<file path="src/startup_seq_pkg.sv">
// Shared constants and types for the startup and clock quality sequencer.
// Assumes a single core clock at 20 MHz; the millisecond and nanosecond timings are converted to cycles from it here.
package startup_seq_pkg;

  ////////////////////////////////////////////////////////////////////////////
  // Core clock
  localparam int unsigned CORE_CLK_HZ = 20_000_000;
  localparam int unsigned CLK_PER_US = CORE_CLK_HZ / 1_000_000;

  ////////////////////////////////////////////////////////////////////////////
  // Clock quality check time-out, documented window and chosen value
  localparam int unsigned CQ_TIMEOUT_MIN_MS = 450;
  localparam int unsigned CQ_TIMEOUT_MAX_MS = 2500;
  localparam int unsigned CQ_TIMEOUT_MS = 1000;
  localparam int unsigned CQ_TIMEOUT_CYC = (CORE_CLK_HZ / 1000) * CQ_TIMEOUT_MS;
  localparam int unsigned CQ_TIMEOUT_MIN_CYC = (CORE_CLK_HZ / 1000) * CQ_TIMEOUT_MIN_MS;
  localparam int unsigned CQ_TIMEOUT_MAX_CYC = (CORE_CLK_HZ / 1000) * CQ_TIMEOUT_MAX_MS;

  ////////////////////////////////////////////////////////////////////////////
  // Reset pin and startup counts, in oscillator periods
  localparam int unsigned MIN_RESET_PULSE_OSC = 2;
  localparam int unsigned RESET_STARTUP_OSC = 192;
  localparam int unsigned RESET_STARTUP_OSC_MAX = 196;

  ////////////////////////////////////////////////////////////////////////////
  // Recovery times, in bus cycles (bus clock is the core clock)
  localparam int unsigned WAIT_RECOVERY_CYC = 14;
  localparam int unsigned REG_RECOVERY_NS = 5000;
  localparam int unsigned REG_RECOVERY_CYC = (REG_RECOVERY_NS * CLK_PER_US + 999) / 1000;

  ////////////////////////////////////////////////////////////////////////////
  // Clock monitor measurement
  localparam int unsigned MON_WINDOW_NS = 100_000;
  localparam int unsigned MON_WINDOW_CYC = MON_WINDOW_NS * CLK_PER_US / 1000;
  localparam int unsigned MON_FAIL_MIN_KHZ = 50;
  localparam int unsigned MON_FAIL_MAX_KHZ = 200;
  localparam int unsigned MON_FAIL_KHZ = 100;
  localparam int unsigned MON_FAIL_EDGES = MON_FAIL_KHZ * MON_WINDOW_NS / 1_000_000;
  localparam int unsigned QC_GOOD_WINDOWS = 4;

  ////////////////////////////////////////////////////////////////////////////
  // Strap encoding and reset values
  localparam logic OSC_TYPE_PIERCE = 1'b0;
  localparam logic OSC_TYPE_COLPITTS = 1'b1;
  localparam logic POR_FLAG_RESET = 1'b1;

  // Sequencer states
  typedef enum logic [3:0] {
    ST_QC,
    ST_EXT_RST,
    ST_RST_STARTUP,
    ST_RUN,
    ST_WAIT,
    ST_PSTOP,
    ST_STOP,
    ST_STOP_QC,
    ST_WAKE
  } seq_state_t;

endpackage : startup_seq_pkg

</file>
<file path="src/osc_mon_if.sv">
// Interface between the sequencer and its clock monitor.
// Assumes both ends run on core_clk.
`timescale 1ns/1ps
`default_nettype none
interface osc_mon_if;
  logic restart;
  logic osc_edge;
  logic qc_ok;
  logic mon_fail;

  modport mon (input restart, output osc_edge, output qc_ok, output mon_fail);
  modport ctl (output restart, input osc_edge, input qc_ok, input mon_fail);
endinterface : osc_mon_if
`default_nettype wire

</file>
<file path="src/clock_monitor.sv">
// Oscillator edge sampler, clock monitor and clock quality check.
// Assumes the oscillator pin is asynchronous and slower than half of core_clk.
`timescale 1ns/1ps
`default_nettype none
module clock_monitor #(
  parameter int unsigned WINDOW_CYC = startup_seq_pkg::MON_WINDOW_CYC,
  parameter int unsigned FAIL_EDGES = startup_seq_pkg::MON_FAIL_EDGES,
  parameter int unsigned GOOD_WINDOWS = startup_seq_pkg::QC_GOOD_WINDOWS
) (
  input wire logic core_clk,
  input wire logic sys_rst,
  input wire logic osc_pin,
  osc_mon_if.mon mon
);

  localparam int WW = $clog2(WINDOW_CYC + 1);
  localparam int EW = $clog2(FAIL_EDGES + 1);
  localparam int GW = $clog2(GOOD_WINDOWS + 1);

  // Refuse settings the counters cannot serve
  if (WINDOW_CYC < 2 || FAIL_EDGES < 1 || GOOD_WINDOWS < 1)
  begin : bad_params
    $error("clock_monitor: window, edge and good-window counts must be positive");
  end

  logic sync1_reg;
  logic sync2_reg;
  logic prev_reg;
  logic [WW-1:0] win_reg;
  logic [EW-1:0] edges_reg;
  logic [GW-1:0] good_reg;
  logic window_end;
  logic window_good;

  ////////////////////////////////////////////////////////////////////////////
  // Two-stage synchroniser, then edge detection on the second stage
  always_ff @(posedge core_clk)
  begin
    if (sys_rst)
    begin
      sync1_reg <= 1'b0;
      sync2_reg <= 1'b0;
      prev_reg <= 1'b0;
    end
    else
    begin
      sync1_reg <= osc_pin;
      sync2_reg <= sync1_reg;
      prev_reg <= sync2_reg;
    end
  end

  assign mon.osc_edge = sync2_reg & ~prev_reg;
  assign window_end = (win_reg == WW'(WINDOW_CYC - 1));
  assign window_good = (edges_reg == EW'(FAIL_EDGES));

  // Measurement window and saturating edge count
  always_ff @(posedge core_clk)
  begin
    if (sys_rst || mon.restart || window_end)
    begin
      win_reg <= '0;
      edges_reg <= '0;
    end
    else
    begin
      win_reg <= win_reg + WW'(1);
      if (mon.osc_edge && !window_good)
        edges_reg <= edges_reg + EW'(1);
    end
  end

  ////////////////////////////////////////////////////////////////////////////
  // RL11 frequency below threshold
  always_ff @(posedge core_clk)
  begin
    if (sys_rst)
      mon.mon_fail <= 1'b0;
    else if (window_end)
      mon.mon_fail <= ~window_good;
  end

  // RL5 quality needs consecutive good windows
  always_ff @(posedge core_clk)
  begin
    if (sys_rst || mon.restart)
      good_reg <= '0;
    else if (window_end && !window_good)
      good_reg <= '0;
    else if (window_end && good_reg != GW'(GOOD_WINDOWS))
      good_reg <= good_reg + GW'(1);
  end

  assign mon.qc_ok = (good_reg == GW'(GOOD_WINDOWS));

endmodule : clock_monitor
`default_nettype wire

</file>
<file path="src/startup_clock_quality_sequencer.sv">
// Startup and recovery sequencer of the clock and reset generator.
// Assumes raw oscillator, reset, strap and external interrupt pins; low-power
// requests, internal interrupts, low-voltage reset and flag clear come from
// core_clk logic.
//
// Functional notes
// RL1: After power-on reset, check oscillator or self clock
// RL2: Quality check time-out from 0.45 to 2.5 s (code rejects only zero and values above 2.5 s)
// RL3: Reset pin held two oscillator periods gives reset
// RL4: Pin reset with running oscillator skips quality check
// RL5: Quality check on power-on, stop, oscillator failure
// RL6: Stop wakes on external interrupt after quality check
// RL7: Wait and pseudo stop wake on any interrupt
// RL8: Wait wake fetches vector within 14 bus cycles
// RL9: Pseudo stop lowers regulator, adds its recovery time
// RL10: Strap sampled during reset: low Pierce, high Colpitts
// RL11: Monitor fails below assert frequency threshold
// RL12: Power-on flag set by power-on reset
// RL13: Processor held, clocks gated until source valid
`timescale 1ns/1ps
`default_nettype none
module startup_clock_quality_sequencer #(
  parameter int unsigned CQ_TIMEOUT_CYC = startup_seq_pkg::CQ_TIMEOUT_CYC,
  parameter int unsigned WAIT_RECOVERY_CYC = startup_seq_pkg::WAIT_RECOVERY_CYC,
  parameter int unsigned REG_RECOVERY_CYC = startup_seq_pkg::REG_RECOVERY_CYC,
  parameter int unsigned RESET_STARTUP_OSC = startup_seq_pkg::RESET_STARTUP_OSC
) (
  input wire logic core_clk,
  input wire logic sys_rst,
  input wire logic lvr_reset,
  input wire logic osc_pin,
  input wire logic ext_reset_pin_n,
  input wire logic osc_type_select_strap,
  input wire logic ext_irq_pin,
  input wire logic int_irq,
  input wire logic stop_req,
  input wire logic pseudo_stop_req,
  input wire logic wait_req,
  input wire logic por_flag_clear,
  output logic cpu_reset,
  output logic sys_clk_enable,
  output logic self_clock_mode,
  output logic osc_enable,
  output logic regulator_reduced,
  output logic fetch_int_vector,
  output logic clock_monitor_fail,
  output logic power_on_reset_flag,
  output logic osc_colpitts_sel
);

  localparam int TW = $clog2(CQ_TIMEOUT_CYC + 1);
  localparam int DW = $clog2(REG_RECOVERY_CYC + WAIT_RECOVERY_CYC + 1);
  localparam int OW = $clog2(RESET_STARTUP_OSC + 1);

  // RL2 time-out limited to 1 cycle up to the window's upper end
  if (CQ_TIMEOUT_CYC < 1 || CQ_TIMEOUT_CYC > startup_seq_pkg::CQ_TIMEOUT_MAX_CYC)
  begin : bad_timeout
    $error("sequencer: quality check time-out out of range");
  end
  if (WAIT_RECOVERY_CYC < 1 || WAIT_RECOVERY_CYC > 14 || RESET_STARTUP_OSC < 1)
  begin : bad_counts
    $error("sequencer: recovery or startup count out of range");
  end

  osc_mon_if mon_bus ();

  startup_seq_pkg::seq_state_t state_reg;
  startup_seq_pkg::seq_state_t state_next;
  logic rst_s1_reg;
  logic rst_s2_reg;
  logic strap_s1_reg;
  logic strap_s2_reg;
  logic irq_s1_reg;
  logic irq_s2_reg;
  logic [1:0] low_osc_reg;
  logic ext_rst_seen;
  logic osc_running_reg;
  logic [TW-1:0] timeout_reg;
  logic [DW-1:0] delay_reg;
  logic [DW-1:0] delay_load;
  logic [OW-1:0] osc_cnt_reg;
  logic timed_out;
  logic in_qc;
  logic qc_restart;

  clock_monitor u_monitor (
    .core_clk(core_clk),
    .sys_rst(sys_rst),
    .osc_pin(osc_pin),
    .mon(mon_bus.mon)
  );

  ////////////////////////////////////////////////////////////////////////////
  // Pin synchronisers
  always_ff @(posedge core_clk)
  begin
    if (sys_rst)
    begin
      rst_s1_reg <= 1'b1;
      rst_s2_reg <= 1'b1;
      strap_s1_reg <= 1'b0;
      strap_s2_reg <= 1'b0;
      irq_s1_reg <= 1'b0;
      irq_s2_reg <= 1'b0;
    end
    else
    begin
      rst_s1_reg <= ext_reset_pin_n;
      rst_s2_reg <= rst_s1_reg;
      strap_s1_reg <= osc_type_select_strap;
      strap_s2_reg <= strap_s1_reg;
      irq_s1_reg <= ext_irq_pin;
      irq_s2_reg <= irq_s1_reg;
    end
  end

  // RL3 count oscillator edges while pin low
  always_ff @(posedge core_clk)
  begin
    if (sys_rst || rst_s2_reg)
      low_osc_reg <= 2'h0;
    else if (mon_bus.osc_edge && low_osc_reg != 2'(startup_seq_pkg::MIN_RESET_PULSE_OSC))
      low_osc_reg <= low_osc_reg + 2'h1;
  end

  assign ext_rst_seen = (low_osc_reg == 2'(startup_seq_pkg::MIN_RESET_PULSE_OSC));
  assign in_qc = (state_reg == startup_seq_pkg::ST_QC) || (state_reg == startup_seq_pkg::ST_STOP_QC);
  assign timed_out = (timeout_reg == TW'(CQ_TIMEOUT_CYC - 1));
  assign mon_bus.restart = qc_restart;

  ////////////////////////////////////////////////////////////////////////////
  // Next state
  always_comb
  begin
    state_next = state_reg;
    qc_restart = 1'b0;
    delay_load = DW'(WAIT_RECOVERY_CYC);
    case (state_reg)
      startup_seq_pkg::ST_QC:
      begin
        // RL1 start on oscillator or self clock
        if (mon_bus.qc_ok || timed_out)
          state_next = startup_seq_pkg::ST_RUN;
      end
      startup_seq_pkg::ST_EXT_RST:
      begin
        if (rst_s2_reg)
        begin
          // RL4 skip check when oscillator ran
          if (osc_running_reg)
            state_next = startup_seq_pkg::ST_RST_STARTUP;
          else
          begin
            state_next = startup_seq_pkg::ST_QC;
            qc_restart = 1'b1;
          end
        end
      end
      startup_seq_pkg::ST_RST_STARTUP:
      begin
        if (osc_cnt_reg == OW'(RESET_STARTUP_OSC))
          state_next = startup_seq_pkg::ST_RUN;
      end
      startup_seq_pkg::ST_RUN:
      begin
        if (stop_req)
          state_next = startup_seq_pkg::ST_STOP;
        else if (pseudo_stop_req)
          state_next = startup_seq_pkg::ST_PSTOP;
        else if (wait_req)
          state_next = startup_seq_pkg::ST_WAIT;
      end
      startup_seq_pkg::ST_WAIT:
      begin
        // RL7 any interrupt wakes
        if (int_irq || irq_s2_reg)
          state_next = startup_seq_pkg::ST_WAKE;
      end
      startup_seq_pkg::ST_PSTOP:
      begin
        // RL9 regulator recovery added
        if (int_irq || irq_s2_reg)
        begin
          state_next = startup_seq_pkg::ST_WAKE;
          delay_load = DW'(REG_RECOVERY_CYC + WAIT_RECOVERY_CYC);
        end
      end
      startup_seq_pkg::ST_STOP:
      begin
        // RL6 only external interrupt wakes
        if (irq_s2_reg)
        begin
          state_next = startup_seq_pkg::ST_STOP_QC;
          qc_restart = 1'b1;
        end
      end
      startup_seq_pkg::ST_STOP_QC:
      begin
        if (mon_bus.qc_ok || timed_out)
          state_next = startup_seq_pkg::ST_WAKE;
        delay_load = DW'(1);
      end
      startup_seq_pkg::ST_WAKE:
      begin
        if (delay_reg == DW'(1))
          state_next = startup_seq_pkg::ST_RUN;
      end
      default:
        state_next = startup_seq_pkg::ST_QC;
    endcase
    // RL3 pin reset overrides every state; low-voltage reset overrides it
    if (ext_rst_seen)
      state_next = startup_seq_pkg::ST_EXT_RST;
    if (lvr_reset)
    begin
      state_next = startup_seq_pkg::ST_QC;
      qc_restart = 1'b1;
    end
  end

  // State register; power-on reset starts the quality check
  always_ff @(posedge core_clk)
  begin
    if (sys_rst)
      state_reg <= startup_seq_pkg::ST_QC;
    else
      state_reg <= state_next;
  end

  ////////////////////////////////////////////////////////////////////////////
  // RL2 quality check time-out counter
  always_ff @(posedge core_clk)
  begin
    if (sys_rst || !in_qc || qc_restart)
      timeout_reg <= '0;
    else if (!timed_out)
      timeout_reg <= timeout_reg + TW'(1);
  end

  // RL8 wake recovery delay
  always_ff @(posedge core_clk)
  begin
    if (sys_rst)
      delay_reg <= '0;
    else if (state_reg != startup_seq_pkg::ST_WAKE)
      delay_reg <= delay_load;
    else if (delay_reg != DW'(1))
      delay_reg <= delay_reg - DW'(1);
  end

  // Oscillator periods of reset startup
  always_ff @(posedge core_clk)
  begin
    if (sys_rst || state_reg != startup_seq_pkg::ST_RST_STARTUP)
      osc_cnt_reg <= '0;
    else if (mon_bus.osc_edge && osc_cnt_reg != OW'(RESET_STARTUP_OSC))
      osc_cnt_reg <= osc_cnt_reg + OW'(1);
  end

  ////////////////////////////////////////////////////////////////////////////
  // RL5 clock source selection and oscillator failure
  always_ff @(posedge core_clk)
  begin
    if (sys_rst)
    begin
      osc_running_reg <= 1'b0;
      self_clock_mode <= 1'b0;
    end
    else if (in_qc && mon_bus.qc_ok)
    begin
      osc_running_reg <= 1'b1;
      self_clock_mode <= 1'b0;
    end
    else if (in_qc && timed_out)
    begin
      osc_running_reg <= 1'b0;
      self_clock_mode <= 1'b1;
    end
    else if (state_reg == startup_seq_pkg::ST_RUN && osc_running_reg && mon_bus.mon_fail)
    begin
      osc_running_reg <= 1'b0;
      self_clock_mode <= 1'b1;
    end
    else if (state_reg == startup_seq_pkg::ST_RUN && self_clock_mode && mon_bus.qc_ok)
    begin
      osc_running_reg <= 1'b1;
      self_clock_mode <= 1'b0;
    end
    else if (state_reg == startup_seq_pkg::ST_STOP)
      osc_running_reg <= 1'b0;
  end

  // RL13 reset held, clocks gated until ready
  always_ff @(posedge core_clk)
  begin
    if (sys_rst)
    begin
      cpu_reset <= 1'b1;
      sys_clk_enable <= 1'b0;
    end
    else
    begin
      cpu_reset <= (state_next == startup_seq_pkg::ST_QC) || (state_next == startup_seq_pkg::ST_EXT_RST) ||
        (state_next == startup_seq_pkg::ST_RST_STARTUP);
      sys_clk_enable <= (state_next == startup_seq_pkg::ST_RUN);
    end
  end

  // Oscillator and regulator control
  always_ff @(posedge core_clk)
  begin
    if (sys_rst)
    begin
      osc_enable <= 1'b1;
      regulator_reduced <= 1'b0;
    end
    else
    begin
      osc_enable <= (state_next != startup_seq_pkg::ST_STOP);
      // RL9 reduced regulator in pseudo stop
      regulator_reduced <= (state_next == startup_seq_pkg::ST_PSTOP);
    end
  end

  // RL8 vector fetch pulse on wake
  always_ff @(posedge core_clk)
  begin
    if (sys_rst)
      fetch_int_vector <= 1'b0;
    else
      fetch_int_vector <= (state_reg == startup_seq_pkg::ST_WAKE) && (state_next == startup_seq_pkg::ST_RUN);
  end

  ////////////////////////////////////////////////////////////////////////////
  // RL11 monitor failure while oscillator on
  always_ff @(posedge core_clk)
  begin
    if (sys_rst)
      clock_monitor_fail <= 1'b0;
    else
      clock_monitor_fail <= mon_bus.mon_fail && osc_enable;
  end

  // RL12 power-on flag, set by power-on reset
  always_ff @(posedge core_clk)
  begin
    if (sys_rst)
      power_on_reset_flag <= startup_seq_pkg::POR_FLAG_RESET;
    else if (por_flag_clear)
      power_on_reset_flag <= 1'b0;
  end

  // RL10 strap captured while reset held
  always_ff @(posedge core_clk)
  begin
    if (sys_rst)
      osc_colpitts_sel <= startup_seq_pkg::OSC_TYPE_PIERCE;
    else if (cpu_reset)
      osc_colpitts_sel <= strap_s2_reg;
  end

endmodule : startup_clock_quality_sequencer
`default_nettype wire

</file>
<file path="config.mk">
export PLATFORM = sky130hd
export DESIGN_NAME = startup_clock_quality_sequencer
export DESIGN_NICKNAME = d
export VERILOG_FILES = /design/src/startup_seq_pkg.sv /design/src/osc_mon_if.sv /design/src/clock_monitor.sv /design/src/startup_clock_quality_sequencer.sv
export SDC_FILE = /design/constraint.sdc
export NUM_CORES = 1
export LEC_CHECK = 0
export ABC_CLOCK_PERIOD_IN_PS = 4000
export BUFFER_PORTS_ARGS = -buffer_cell sky130_fd_sc_hd__buf_2
export CAP_MARGIN = 20
export CORE_MARGIN = 2
export CORE_UTILIZATION = 45
export CTS_CLUSTER_SIZE = 25
export DETAILED_ROUTE_END_ITERATION = 12
export PLACE_DENSITY_LB_ADDON = 0.25
export SLEW_MARGIN = 30
export SYNTH_ARGS = -nofsm -noshare
export SYNTH_HDL_FRONTEND = slang
export SYNTH_SLANG_ARGS = --single-unit
</file>
<file path="constraint.sdc">
create_clock -name core_clk -period 4 [get_ports core_clk]
set_input_delay 0.4 -clock core_clk [delete_from_list [all_inputs] [get_ports core_clk]]
set_output_delay 0.4 -clock core_clk [all_outputs]
set_load 0.02 [all_outputs]
</file>
After elaboration in Yosys (flattened, before gate mapping)
Index checks and enable logic that the tools add are counted.
- flip-flop bits (word level): 84
- latch bits: 0
- RAM bits: 0
- ROM bits: 0
- bits of input ports: 12
- output and inout port bits: 9
- logic and storage cells: 129
- memories: 0
- add/sub/neg operators: 7
- multipliers: 0
- divide/modulo/power cells: 0
- $lt $le $gt $ge: 0
- eq/ne operators: 26
- shifts and indexed selects: 0
- mux-type cells: 31
- bitwise operators: 3
- reduce and logical (&&, ||, !) cells: 34
- operators by type and width (kind ; number):
    $mux W4 ; 12
    $pmux W4 S8 ; 1
    $add A25 B1 Y25 const B ; 1
    $eq A25 B25 Y1 const B ; 1
    $mux W7 ; 3
    $eq A4 B3 Y1 const B ; 5
    $eq A4 B2 Y1 const B ; 4
    $pmux W7 S2 ; 1
    $logic_and A1 B1 Y1 ; 13
    $mux W1 ; 12
    $add A11 B1 Y11 const B ; 1
    $eq A11 B11 Y1 const B ; 1
    $logic_or A1 B1 Y1 ; 11
    $add A8 B1 Y8 const B ; 1
    $eq A4 B1 Y1 const B ; 2
    $eq A4 B4 Y1 const B ; 2
    $eq A8 B8 Y1 const B ; 1
    $logic_not A4 Y1 ; 2
    $ne A8 B8 Y1 const B ; 1
    $eq A7 B1 Y1 const B ; 1
    $ne A7 B1 Y1 const B ; 1
    $sub A7 B1 Y7 const B ; 1
    $reduce_or A2 Y1 ; 3
    $reduce_bool A5 Y1 ; 1
    17 further kinds ; 19

Depth between registers and ports, before layout
Gate-level depths: netlist of the first run.
- depth in word-level cells: 9
- depth in mapped cells: 8

Hierarchy
From an unflattened synthesis of the first run, not the netlist that was laid out.
- cells, all modules: 455
- area, all modules: 4011.3 µm²
- modules (own cells, without submodules) (module ; times used ; cells an instance ; area each (µm²)):
    startup_clock_quality_sequencer ; 1 ; 351 ; 3061.7
    clock_monitor ; 1 ; 104 ; 949.7

Worst setup path before layout of the first run
No wires, ideal clock.
- path type: flip-flop to flip-flop
- start point: reg osc_cnt_reg[0]
- end point: reg cpu_reset
- arrival time: 1.993 ns
- setup slack: 1.945 ns
- stages on the path, launching flop included: 8
- cells stage by stage: dfxtp_1 inv_1 ha_1 and4b_1 a32o_1 a221o_1 a2111oi_0 a41o_1
- word-level cells in the longest chain between the ends: 8
- elaborated cells on any way between the ends: 10
- classes of those cells: 3 x eq/ne; 4 x mux; 3 x reduce/logical
- ends and longest elaborated chain (what ; line ; text):
    start: declaration ; startup_clock_quality_sequencer.sv:81 ; logic [OW-1:0] osc_cnt_reg;
    start signal: assignment ; startup_clock_quality_sequencer.sv:257 ; osc_cnt_reg <= osc_cnt_reg + OW'(1);
    $eq A8 B8 Y1 (*) ; startup_clock_quality_sequencer.sv:161 ; if (osc_cnt_reg == OW'(RESET_STARTUP_OSC))
    $mux W4 (*) ; startup_clock_quality_sequencer.sv:161 ;
    $pmux W4 S8 (*) ; startup_clock_quality_sequencer.sv:138 ; case (state_reg)
    $mux W4 (*) ; startup_clock_quality_sequencer.sv:212 ; if (ext_rst_seen)
    $mux W4 (*) ; startup_clock_quality_sequencer.sv:214 ; if (lvr_reset)
    $eq A4 B1 Y1 or $logic_not A4 Y1 (tied branches) ; startup_clock_quality_sequencer.sv:303 ; cpu_reset <= (state_next == startup_seq_pkg::ST_QC) || (state_next == startup_seq_pkg::ST_EXT_RST) ||
    $logic_or A1 B1 Y1 ; startup_clock_quality_sequencer.sv:303 ;
    $logic_or A1 B1 Y1 (*) ; startup_clock_quality_sequencer.sv:303 ;
    end signal: assignment ; startup_clock_quality_sequencer.sv:303 ;
    end: declaration ; startup_clock_quality_sequencer.sv:40 ; output logic cpu_reset,
Every way passes the cells marked *; elsewhere a longest branch is shown, timed or not.
A chain may end at the register's enable or synchronous reset.

Final worst setup path of the first run
- start point: reg state_reg[0]
- end point: reg timeout_reg[15]
- word-level cells in the longest chain between the ends: 5
- elaborated cells on any way between the ends: 10
- classes of those cells: 3 x eq/ne; 2 x mux; 5 x reduce/logical
- ends and longest elaborated chain (what ; line ; text):
    start: declaration ; startup_clock_quality_sequencer.sv:67 ; startup_seq_pkg::seq_state_t state_reg;
    start signal: assignment ; startup_clock_quality_sequencer.sv:225 ; state_reg <= startup_seq_pkg::ST_QC;
    start signal: assignment ; startup_clock_quality_sequencer.sv:227 ; state_reg <= state_next;
    parallel branches: the longest is 4 deep, another holds $eq A4 B3 Y1 ; -- ;
    $logic_or A1 B1 Y1 (*) ; startup_clock_quality_sequencer.sv:234 ; if (sys_rst || !in_qc || qc_restart)
    end signal: assignment ; startup_clock_quality_sequencer.sv:237 ; timeout_reg <= timeout_reg + TW'(1);
    end: declaration ; startup_clock_quality_sequencer.sv:78 ; logic [TW-1:0] timeout_reg;
Mark *: on every way between the ends.

==> results of run 1 <==
[area by class of cell]
type	instances	area, um^2	area share [%]
clock buffer	12	155	3.62
clock inverter	4	47.5	1.11
inverter	17	63.8	1.49
multi-input combinational	327	2100	49.0
sequential	84	1680	39.2
tap	108	135	3.15
timing repair buffer	21	108	2.51
[routing by layer]
| layer | track usage, % | vias to the layer above | wire (um) |
|---|---|---|---|
| li1 | - | 1637 | - |
| met4 | 6.09 | 0 | 93 |
| met3 | 4.60 | 8 | 280 |
| met1 | 24.9 | 1433 | 3830 |
| met2 | 25.7 | 44 | 3440 |
| met5 | 0 | - | 0 |
[power by group]
| part | total [mW] | internal [mW] | switching (mW) | leakage (nW) |
|---|---|---|---|---|
| Sequential | 0.850 | 0.845 | 0.00558 | 0.681 |
| Clock | 0.610 | 0.321 | 0.289 | 0.102 |
| Combinational | 0.0473 | 0.0189 | 0.0284 | 0.744 |
| Total | 1.51 | 1.18 | 0.323 | 1.53 |
[logic make-up (layout without fill, tap and decap cells)]
family,Yosys count,after routing,share of synthesized area [%]
buffers and inverters,35,54,3.48
AO/OA/AOI/OAI,85,85,14.6
XOR/XNOR,32,32,7.15
adder cells (fa/ha/maj),11,11,3.51
multiplexers,3,3,0.766
AND/OR/NAND/NOR,196,196,27.6
flip-flops,84,84,42.9
[stage by stage]
stage                     power, mW  instance area [um^2]  hold WS, ns
after floorplan               0.903                  3920        0.389
after global placement        0.917                  4090        0.398
after detailed placement      0.918                  4090        0.400
after CTS                      1.53                  4290        0.202
after global routing           1.57                  4290        0.206
final                          1.51                  4290        0.223
[worst paths after layout]
path,start,to,slack (ns),depth (start not counted)
max,state_reg[0],timeout_reg[15],1.44,5
min,ext_reset_pin_n,rst_s1_reg,0.22,2
max reg2reg,state_reg[0],timeout_reg[15],1.44,5
min reg2reg,rst_s1_reg,rst_s2_reg,0.41,1
[cells in the final DEF (no fill, tap or decap), types with 8 or more instances in the layout]
cell	instances
and3_1	8
dfxtp_1	84
nor2b_1	10
or4_1	8
a211oi_1	9
o21ai_0	11
a21oi_1	23
nand2_1	29
nor3_1	12
xor2_1	15
or3_1	12
inv_1	17
clkbuf_8	11
xnor2_1	17
ha_1	11
nand3_1	15
nor2_1	49
nand4_1	12
buf_2	20
==> out/qor.txt, run 1 <==
DRC violation total after the first TritonRoute iteration = 247
CP cell instances = nor4bb_1, a211o_1, or3_1, or4_1, nand2_1
number of synthesized flops with an enable pin = 0
Setup CP Type = reg2reg
required time of the critical path = 4.30 ns
type of element launching the critical path = flop
Bufs and invs on worst path = 0
global-route wire length before repair = 13600 um
final wirelength = 7650 um
Finished Layout Cells = 573
final setup violation count = 0
total gr overflow = 0
Placer Congestion = 0.848
Routed wire per std cell = 13.4 um
critical-path maximum fanout = 24
final hold vios = 0
Gate Count Post-Synth = 446
share of cells above drive strength 1 = 9.46%
clk slew on worst S/H paths = 0.08 ns
Port Buffers = 20
PD cells = 351 nW/um^2
initial antenna violation count = 0
post-synth top area share = 42.9%
Worst-Skew Late Latency = 0.35 ns
Post-DP HPWL = 5420 um
Max Root-Sink Buffers = 2
nets = 483
CP endpoint kind = flop
area growth from synthesis to layout = 9.51%
vias in the first global route = 2868
critical path's slowest cell = or3_1
Final Max Tran Viols = 0
Worst Hold Class = in2reg
setup TNS = 0 ns
num rows = 34
CTS Buf Count = 9
FMAX = 391 MHz
Cell variety after synth = 58
yosys warns = 0
global-route usage over all layers = 17.5%
largest net degree at the start of global routing = 29
unrepaired setup endpoints after global routing = no
final period utilization = 63.9%
vias per cell = 5.45
most frequent cells after synthesis = 84 x dfxtp_1, 49 x nor2_1, 29 x nand2_1
Antenna Cells = 0
max reg flops = 25
CP peak stage delay = 0.70 ns
Yosys reg bits = 84
Initial Utilization = 45.6%
PnR worst setup slack = 1.44 ns
most frequent cell after synthesis = dfxtp_1
run status = finished, final reports clean
Area contributors post-synth = dfxtp_1 43%, nor2_1 4.7%, xnor2_1 3.8%
minimum clock period = 2.56 ns
final design utilization = 49.9%
Synth area leader = dfxtp_1
Post-synth ARST share = 0%
chip height = 97.3 um
Tightest Pin Transition = 0.826 ns
clk sink count = 84
Static Leak = 1.53 nW
postcts setup bufs = 0
register area share after synthesis = 42.9%
drt drc = 0
CTS resizes = 0
Mapped Avg Cell Area = 8.79 um^2
die width = 97.3 um
Net Count, Synth = 469
Mapped Area = 3920 um^2
die area = 9470 um^2
worst path arrival time = 2.86 ns
Post-Place Cells = 557
DR vias = 3122
hold buffers post-CTS = 0
peak supply drop = 0.236 mV
pre-CTS worst setup slack = 1.47 ns
antenna viol nets, final = 0
max_cap viols = 0
io pins = 21
first drt pass iteration count = 4
most used flip-flop cell after synthesis = dfxtp_1
crit-path leading delay family = simple AND/OR/NAND/NOR gates
H-tree depth = 3
clock skew = 0.00481 ns
core box area = 8590 um^2
root buf cell = clkbuf_8
CTS tree = done
worst rel slew slack = 44.9%
Fillers = 843
Note: power is estimated with default switching activity, not from simulation.
==> run 2, diff against run 1 <==
--- a/config.mk
+++ b/config.mk
@@ -5,7 +5,7 @@
 export SDC_FILE = /design/constraint.sdc
 export NUM_CORES = 1
 export LEC_CHECK = 0
-export ABC_CLOCK_PERIOD_IN_PS = 4000
+export ABC_CLOCK_PERIOD_IN_PS = 2530
 export BUFFER_PORTS_ARGS = -buffer_cell sky130_fd_sc_hd__buf_2
 export CAP_MARGIN = 20
 export CORE_MARGIN = 2
==> constraint.sdc (replaced) <==
create_clock -name core_clk -period 2.53 [get_ports core_clk]
set_input_delay 0.253 -clock core_clk [delete_from_list [all_inputs] [get_ports core_clk]]
set_output_delay 0.253 -clock core_clk [all_outputs]
set_load 0.02 [all_outputs]
==> run 2 against run 1 <==
Effect of this change: combinational power increased by 70%; sequential cell count unchanged; largest power group unchanged; hold slack got worse by 0.15 ns; core utilization increased by 1.1 points; non-clock buffer count grew 9; total power increased by 67%; clock skew up 0.0031 ns; sequential power up 58%; critical path type unchanged; count of clock-buffer cells in the layout is 1 lower; cell count is 1.6% higher.
==> out/qor.txt, run 2 (synthesis gave the netlist of run 1 again) <==
max_cap viols = 0 (unchanged)
CTS Buf Count = 9 (unchanged)
FF-to-FF Start = state_reg[0]
Static Leak = 1.58 nW (+3.6%)
Worst-Skew Late Latency = 0.36 ns (about the same)
cell depth of the worst min-delay path = 2 (unchanged)
share of cells above drive strength 1 = 11.4% (+1.9 points)
global-route wire length before repair = 14200 um (+4.5%)
CTS resizes = 0 (unchanged)
max reg flops = 25 (unchanged)
nets = 492 (+1.9%)
required time of the critical path = 2.83 ns (-1.47 ns)
WHS = 0.0724 ns (-0.151 ns)
setup TNS = 0 ns (unchanged)
num rows = 34 (unchanged)
clock skew = 0.00787 ns (+0.00306 ns)
initial antenna violation count = 0 (unchanged)
clk slew on worst S/H paths = 0.08 ns (about the same)
Routed wire per std cell = 13.5 um (+1.0%)
Setup CP Type = reg2reg
Worst Hold Class = in2reg
FF-to-FF path depth = 5 (unchanged)
vias in the first global route = 3135 (+9.3%)
most common cell after layout, fill and taps aside = dfxtp_1
vias per cell = 5.56 (+2.0%)
critical-path maximum fanout = 15 (-38%)
final hold vios = 0 (unchanged)
Antenna Cells = 0 (unchanged)
final setup violation count = 0 (unchanged)
Post-DP HPWL = 5710 um (+5.3%)
final period utilization = 90.9% (+27 points)
Initial Utilization = 45.6% (unchanged)
worst r2r dst = timeout_reg[15]
peak supply drop = 0.345 mV (+46%)
CP endpoint = timeout_reg[15]
global-route usage over all layers = 17.9% (+0.44 points)
minimum clock period = 2.30 ns (-0.257 ns)
worst path arrival time = 2.60 ns (-0.26 ns)
Port Buffers = 20 (unchanged)
final wirelength = 7850 um (+2.6%)
PD cells = 574 nW/um^2 (+63%)
Placer Congestion = 0.853 (+0.65%)
H-tree depth = 3 (unchanged)
CP endpoint kind = flop
Final Max Tran Viols = 0 (unchanged)
most frequent cells in the layout = 84 x dfxtp_1, 49 x nor2_1, 29 x nand2_1
total gr overflow = 0 (unchanged)
run status = finished, final reports clean
r2r setup slk = 0.23 ns (-1.21 ns)
die area = 9470 um^2 (unchanged)
worst rel slew slack = 59.1% (+14 points)
CTS tree = done
core box area = 8590 um^2 (unchanged)
type of element launching the critical path = flop
DRC violation total after the first TritonRoute iteration = 201 (-19%)
largest net degree at the start of global routing = 28 (-3.4%)
chip height = 97.3 um (unchanged)
Worst Setup SP = state_reg[0]
die width = 97.3 um (unchanged)
FMAX = 435 MHz (+11%)
area growth from synthesis to layout = 12.0%
Max Root-Sink Buffers = 2 (unchanged)
postcts setup bufs = 0 (unchanged)
first drt pass iteration count = 4 (unchanged)
DR vias = 3235 (+3.6%)
drt drc = 0 (unchanged)
root buf cell = clkbuf_8
io pins = 21 (unchanged)
clk sink count = 84 (unchanged)
Tightest Pin Transition = 0.611 ns (-0.215 ns)
unrepaired setup endpoints after global routing = no
hold buffers post-CTS = 0 (unchanged)
antenna viol nets, final = 0 (unchanged)
run 2: cell count changes in the layout (fill, tap and decap cells not counted), sizes merged:
cell    previous run  this run
clkbuf            12        11
inv               17        18
buf               21        30
bufinv             1         2
clkinv             2         1
run 2: worst min-delay path by stage:
stage	start	endpoint	slack [ns]
floorplan	ext_reset_pin_n	rst_s1_reg	0.36
global placement	rst_s1_reg	rst_s2_reg	0.39
detailed placement	rst_s1_reg	rst_s2_reg	0.40
CTS	ext_reset_pin_n	rst_s1_reg	0.06
global route	ext_reset_pin_n	rst_s1_reg	0.06
finish	ext_reset_pin_n	rst_s1_reg	0.07
run 2: power breakdown:
part	leakage, nW	total, mW	internal [mW]	switching, mW
Sequential	0.681	1.34	1.34	0.00859
Clock	0.116	1.09	0.611	0.483
Combinational	0.786	0.0804	0.0338	0.0465
Total	1.58	2.52	1.98	0.539
run 2: metal layers:
layer | global-route usage [%] | part of all wire (%) | up-vias
li1 | - | - | 1655
met1 | 24.0 | 49 | 1539
met2 | 28.6 | 46 | 33
met3 | 5.04 | 3.2 | 8
met4 | 5.02 | 1.2 | 0
met5 | 0 | 0 | -
run 2: metrics by stage:
stage                     total power [mW]  cells  worst slack, ns  utilization [%]  instance area (um^2)
after floorplan                       1.43    446            0.475                -                  3920
after global placement                1.45    566            0.345             48.4                  4160
after detailed placement              1.46    566            0.254             48.4                  4160
after CTS                             2.55    582            0.243             51.1                  4390
after global routing                  2.61    582           0.0625             51.1                  4390
final                                 2.52    582            0.230             51.1                  4390
run 2: cell type report:
| cell class | count | area (um^2) |
|---|---|---|
| inverters | 17 | 63.8 |
| clock inverters | 5 | 81.3 |
| well taps | 108 | 135 |
| clock buffers | 11 | 151 |
| fillers | 813 | 4200 |
| multi-input cells | 327 | 2100 |
| repair buffers | 30 | 175 |
| flip-flops and latches | 84 | 1680 |
run 2: critical path, cell delays in order (launching register included):
cell and delay, ns:
dfxtp_1 0.60, nor4bb_1 0.14, a211o_1 0.35, or3_1 0.52
or4_1 0.55, nand2_1 0.08
==> run 3, diff against run 2 <==
--- a/config.mk
+++ b/config.mk
@@ -16,4 +16,5 @@
 export SLEW_MARGIN = 30
 export SYNTH_ARGS = -nofsm -noshare
 export SYNTH_HDL_FRONTEND = slang
+export SYNTH_HIERARCHICAL = 1
 export SYNTH_SLANG_ARGS = --single-unit
==> constraint.sdc (replaced) <==
create_clock -name core_clk -period 2.53 [get_ports core_clk]
set_input_delay 0.253 -clock core_clk [delete_from_list [all_inputs] [get_ports core_clk]]
set_output_delay 0.253 -clock core_clk [all_outputs]
set_load 0.005 [all_outputs]
==> run 3 against run 2 <==
Effect of this change: sequential power is essentially flat; largest power group unchanged; sequential cell count unchanged; routed wire length rose by 3.1%; worst setup slack improved by 0.13 ns; count of clock-buffer cells in the layout down 2; hold slack lost 0.0082 ns.
==> out/qor.txt, run 3 <==
Clk pwr share = 40.9% (-2.6 points)
hold buffers post-CTS = 0 (unchanged)
most used flip-flop cell after synthesis = dfxtp_1
Worst Hold Class = in2reg
Mapped Avg Cell Area = 8.82 um^2 (+0.34%)
Static Leak = 1.59 nW (+0.52%)
unrepaired setup endpoints after global routing = no
most frequent cells after synthesis = 84 x dfxtp_1, 64 x nor2_1, 34 x nand2_1
final design utilization = 51.6% (+0.49 points)
Max Root-Sink Buffers = 2 (unchanged)
Switching Share = 23.7% (+2.4 points)
Net Switching = 573 uW (+6.5%)
Cell variety after synth = 67 (+16%)
cell depth of the worst min-delay path = 2 (unchanged)
vias per cell = 5.43 (-2.4%)
post-synth top area share = 41.9% (-0.99 points)
Yosys reg bits = 84 (unchanged)
chip height = 98.4 um (+1.1%)
critical-path maximum fanout = 4 (-11)
most frequent cell after synthesis = dfxtp_1
worst rel slew slack = 67.5% (+8.4 points)
r2r setup slk = 0.36 ns (+0.13 ns)
final wirelength = 8100 um (+3.1%)
pre-CTS worst setup slack = 0.240 ns (-0.0135 ns)
clk sink count = 84 (unchanged)
PnR worst setup slack = 0.359 ns (+0.129 ns)
vias in the first global route = 3070 (-2.1%)
Port Buffers = 20 (unchanged)
final instance area = 4480 um^2 (+2.0%)
CTS Buf Count = 9 (unchanged)
CP endpoint kind = flop
Placer Congestion = 0.846 (-0.79%)
final period utilization = 85.8% (-5.1 points)
Area contributors post-synth = dfxtp_1 42%, xnor2_1 7.0%, nor2_1 6.0%
global-route wire length before repair = 14000 um (-1.8%)
nets = 507 (+3.0%)
antenna viol nets, final = 0 (unchanged)
type of element launching the critical path = flop
Mapped Area = 4010 um^2 (+2.4%)
FMAX = 461 MHz (+5.9%)
Initial Utilization = 46.2% (+0.62 points)
FF-to-FF path depth = 7 (+2)
minimum clock period = 2.17 ns (-0.129 ns)
Net Count, Synth = 478 (+1.9%)
H-tree depth = 3 (unchanged)
Gate power share = 3.4% (+0.2 points)
setup TNS = 0 ns (unchanged)
global-route usage over all layers = 17.4% (-0.51 points)
Post-Place Cells = 581 (+2.7%)
sequential share of power = 55.8% (+2.5 points)
total gr overflow = 0 (unchanged)
DRC violation total after the first TritonRoute iteration = 81 (-60%)
share of cells above drive strength 1 = 14.7% (+3.3 points)
Synth area leader = dfxtp_1
Post-synth ARST share = 0% (unchanged)
root buf cell = clkbuf_8
FF/Latch Area = 1680 um^2 (about the same)
DP Area = 4270 um^2 (+2.8%)
register area share after synthesis = 41.9% (-0.99 points)
core box area = 8680 um^2 (+0.99%)
required time of the critical path = 2.78 ns (-0.05 ns)
Antenna Cells = 0 (unchanged)
max_cap viols = 0 (unchanged)
Fillers = 838 (+3.1%)
area growth from synthesis to layout = 11.6%
number of synthesized flops with an enable pin = 0 (unchanged)
run status = finished, final reports clean
most common cell after layout, fill and taps aside = dfxtp_1
WHS = 0.0642 ns (-0.00821 ns)
Final Max Tran Viols = 0 (unchanged)
DR vias = 3240 (+0.15%)
P_int = 1.84 mW (-7.0%)
Total Power = 2.42 mW (-4.1%)
Post-DP HPWL = 5810 um (+1.8%)
peak supply drop = 0.478 mV (+39%)
most frequent cells in the layout = 83 x dfxtp_1, 64 x nor2_1, 34 x nand2_1
die width = 98.4 um (+1.1%)
multi-input logic area = 2170 um^2 (+3.3%)
die area = 9690 um^2 (+2.3%)
initial antenna violation count = 0 (unchanged)
postcts setup bufs = 0 (unchanged)
max reg flops = 25 (unchanged)
drt drc = 0 (unchanged)
Finished Layout Cells = 597 (+2.6%)
Worst-Skew Late Latency = 0.36 ns (about the same)
Routed wire per std cell = 13.6 um (+0.50%)
io pins = 21 (unchanged)
CTS resizes = 0 (unchanged)
Tightest Pin Transition = 0.487 ns (-0.124 ns)
final hold vios = 0 (unchanged)
yosys warns = 6 (+6)
worst path arrival time = 2.42 ns (-0.18 ns)
clock skew = 0.0131 ns (+0.00520 ns)
clk slew on worst S/H paths = 0.10 ns (+0.02 ns)
CTS tree = done
largest net degree at the start of global routing = 26 (-7.1%)
final setup violation count = 0 (unchanged)
PD cells = 540 nW/um^2 (-6.0%)
first drt pass iteration count = 4 (unchanged)
Gate Count Post-Synth = 455 (+2.0%)
num rows = 34 (unchanged)
Setup CP Type = reg2reg
## run 3: cell count changes after synthesis, moves of 4 or more
cell,delta
nor2_1,+15
xnor2_1,+15
clkbuf_1,-8
inv_1,+8
a21oi_1,-7
or3_1,-7
o211ai_1,-6
o21ai_1,-6
nand2_1,+5
xor2_1,-5
and3_1,-4
and4_1,-4
nand2b_1,-4
## run 3: cells by family (layout without fill, tap and decap cells)
| family | count (synthesis) | after routing | synth area share [%] |
|---|---|---|---|
| AND/OR/NAND/NOR | 208 | 208 | 28.6 |
| flip-flops | 84 | 84 | 41.9 |
| AO/OA/AOI/OAI | 68 | 68 | 12.2 |
| XOR/XNOR | 42 | 42 | 9.17 |
| buffers and inverters | 39 | 73 | 3.96 |
| adder cells (fa/ha/maj) | 11 | 11 | 3.43 |
| multiplexers | 3 | 3 | 0.749 |
## run 3: area by class of cell
cell class,instances,area share (%)
sequential,84,37.6
inverter,25,2.10
timing repair buffer,32,4.25
multi-input combinational,332,48.5
clock inverter,7,1.76
clock buffer,9,2.77
tap,108,3.02
## run 3: worst paths after layout
kind,start,end
max reg2reg,osc_cnt_reg[0],cpu_reset
max,osc_cnt_reg[0],cpu_reset
min reg2reg,rst_s1_reg,rst_s2_reg
min,ext_reset_pin_n,rst_s1_reg
## run 3: power groups by stage
stage	Sequential, mW	Combinational, mW	Clock (mW)
after floorplan	1.38	0.0536	0
after global placement	1.38	0.0801	0
after detailed placement	1.38	0.0809	0
after CTS	1.35	0.0817	1.02
after global routing	1.35	0.0927	1.07
final	1.35	0.0811	0.987
## run 3: routing by layer
layer / track usage (%) / share of wire (%) / vias up / wire (um)
met2: 28.4 / 46 / 69 / 3760
met1: 22.5 / 48 / 1507 / 3870
li1: - / - / 1652 / -
met4: 5.90 / 1.4 / 0 / 117
met3: 4.61 / 4.3 / 12 / 348
met5: 0 / 0 / - / 0
## run 3: worst max-delay path, cell delays in order, from the launching register on
cell,delay [ns]
dfxtp_1,0.33
inv_1,0.09
ha_1,0.15
nand4b_1,0.10
or4_4,0.46
o221a_4,0.28
or4_4,0.43
a31o_1,0.24
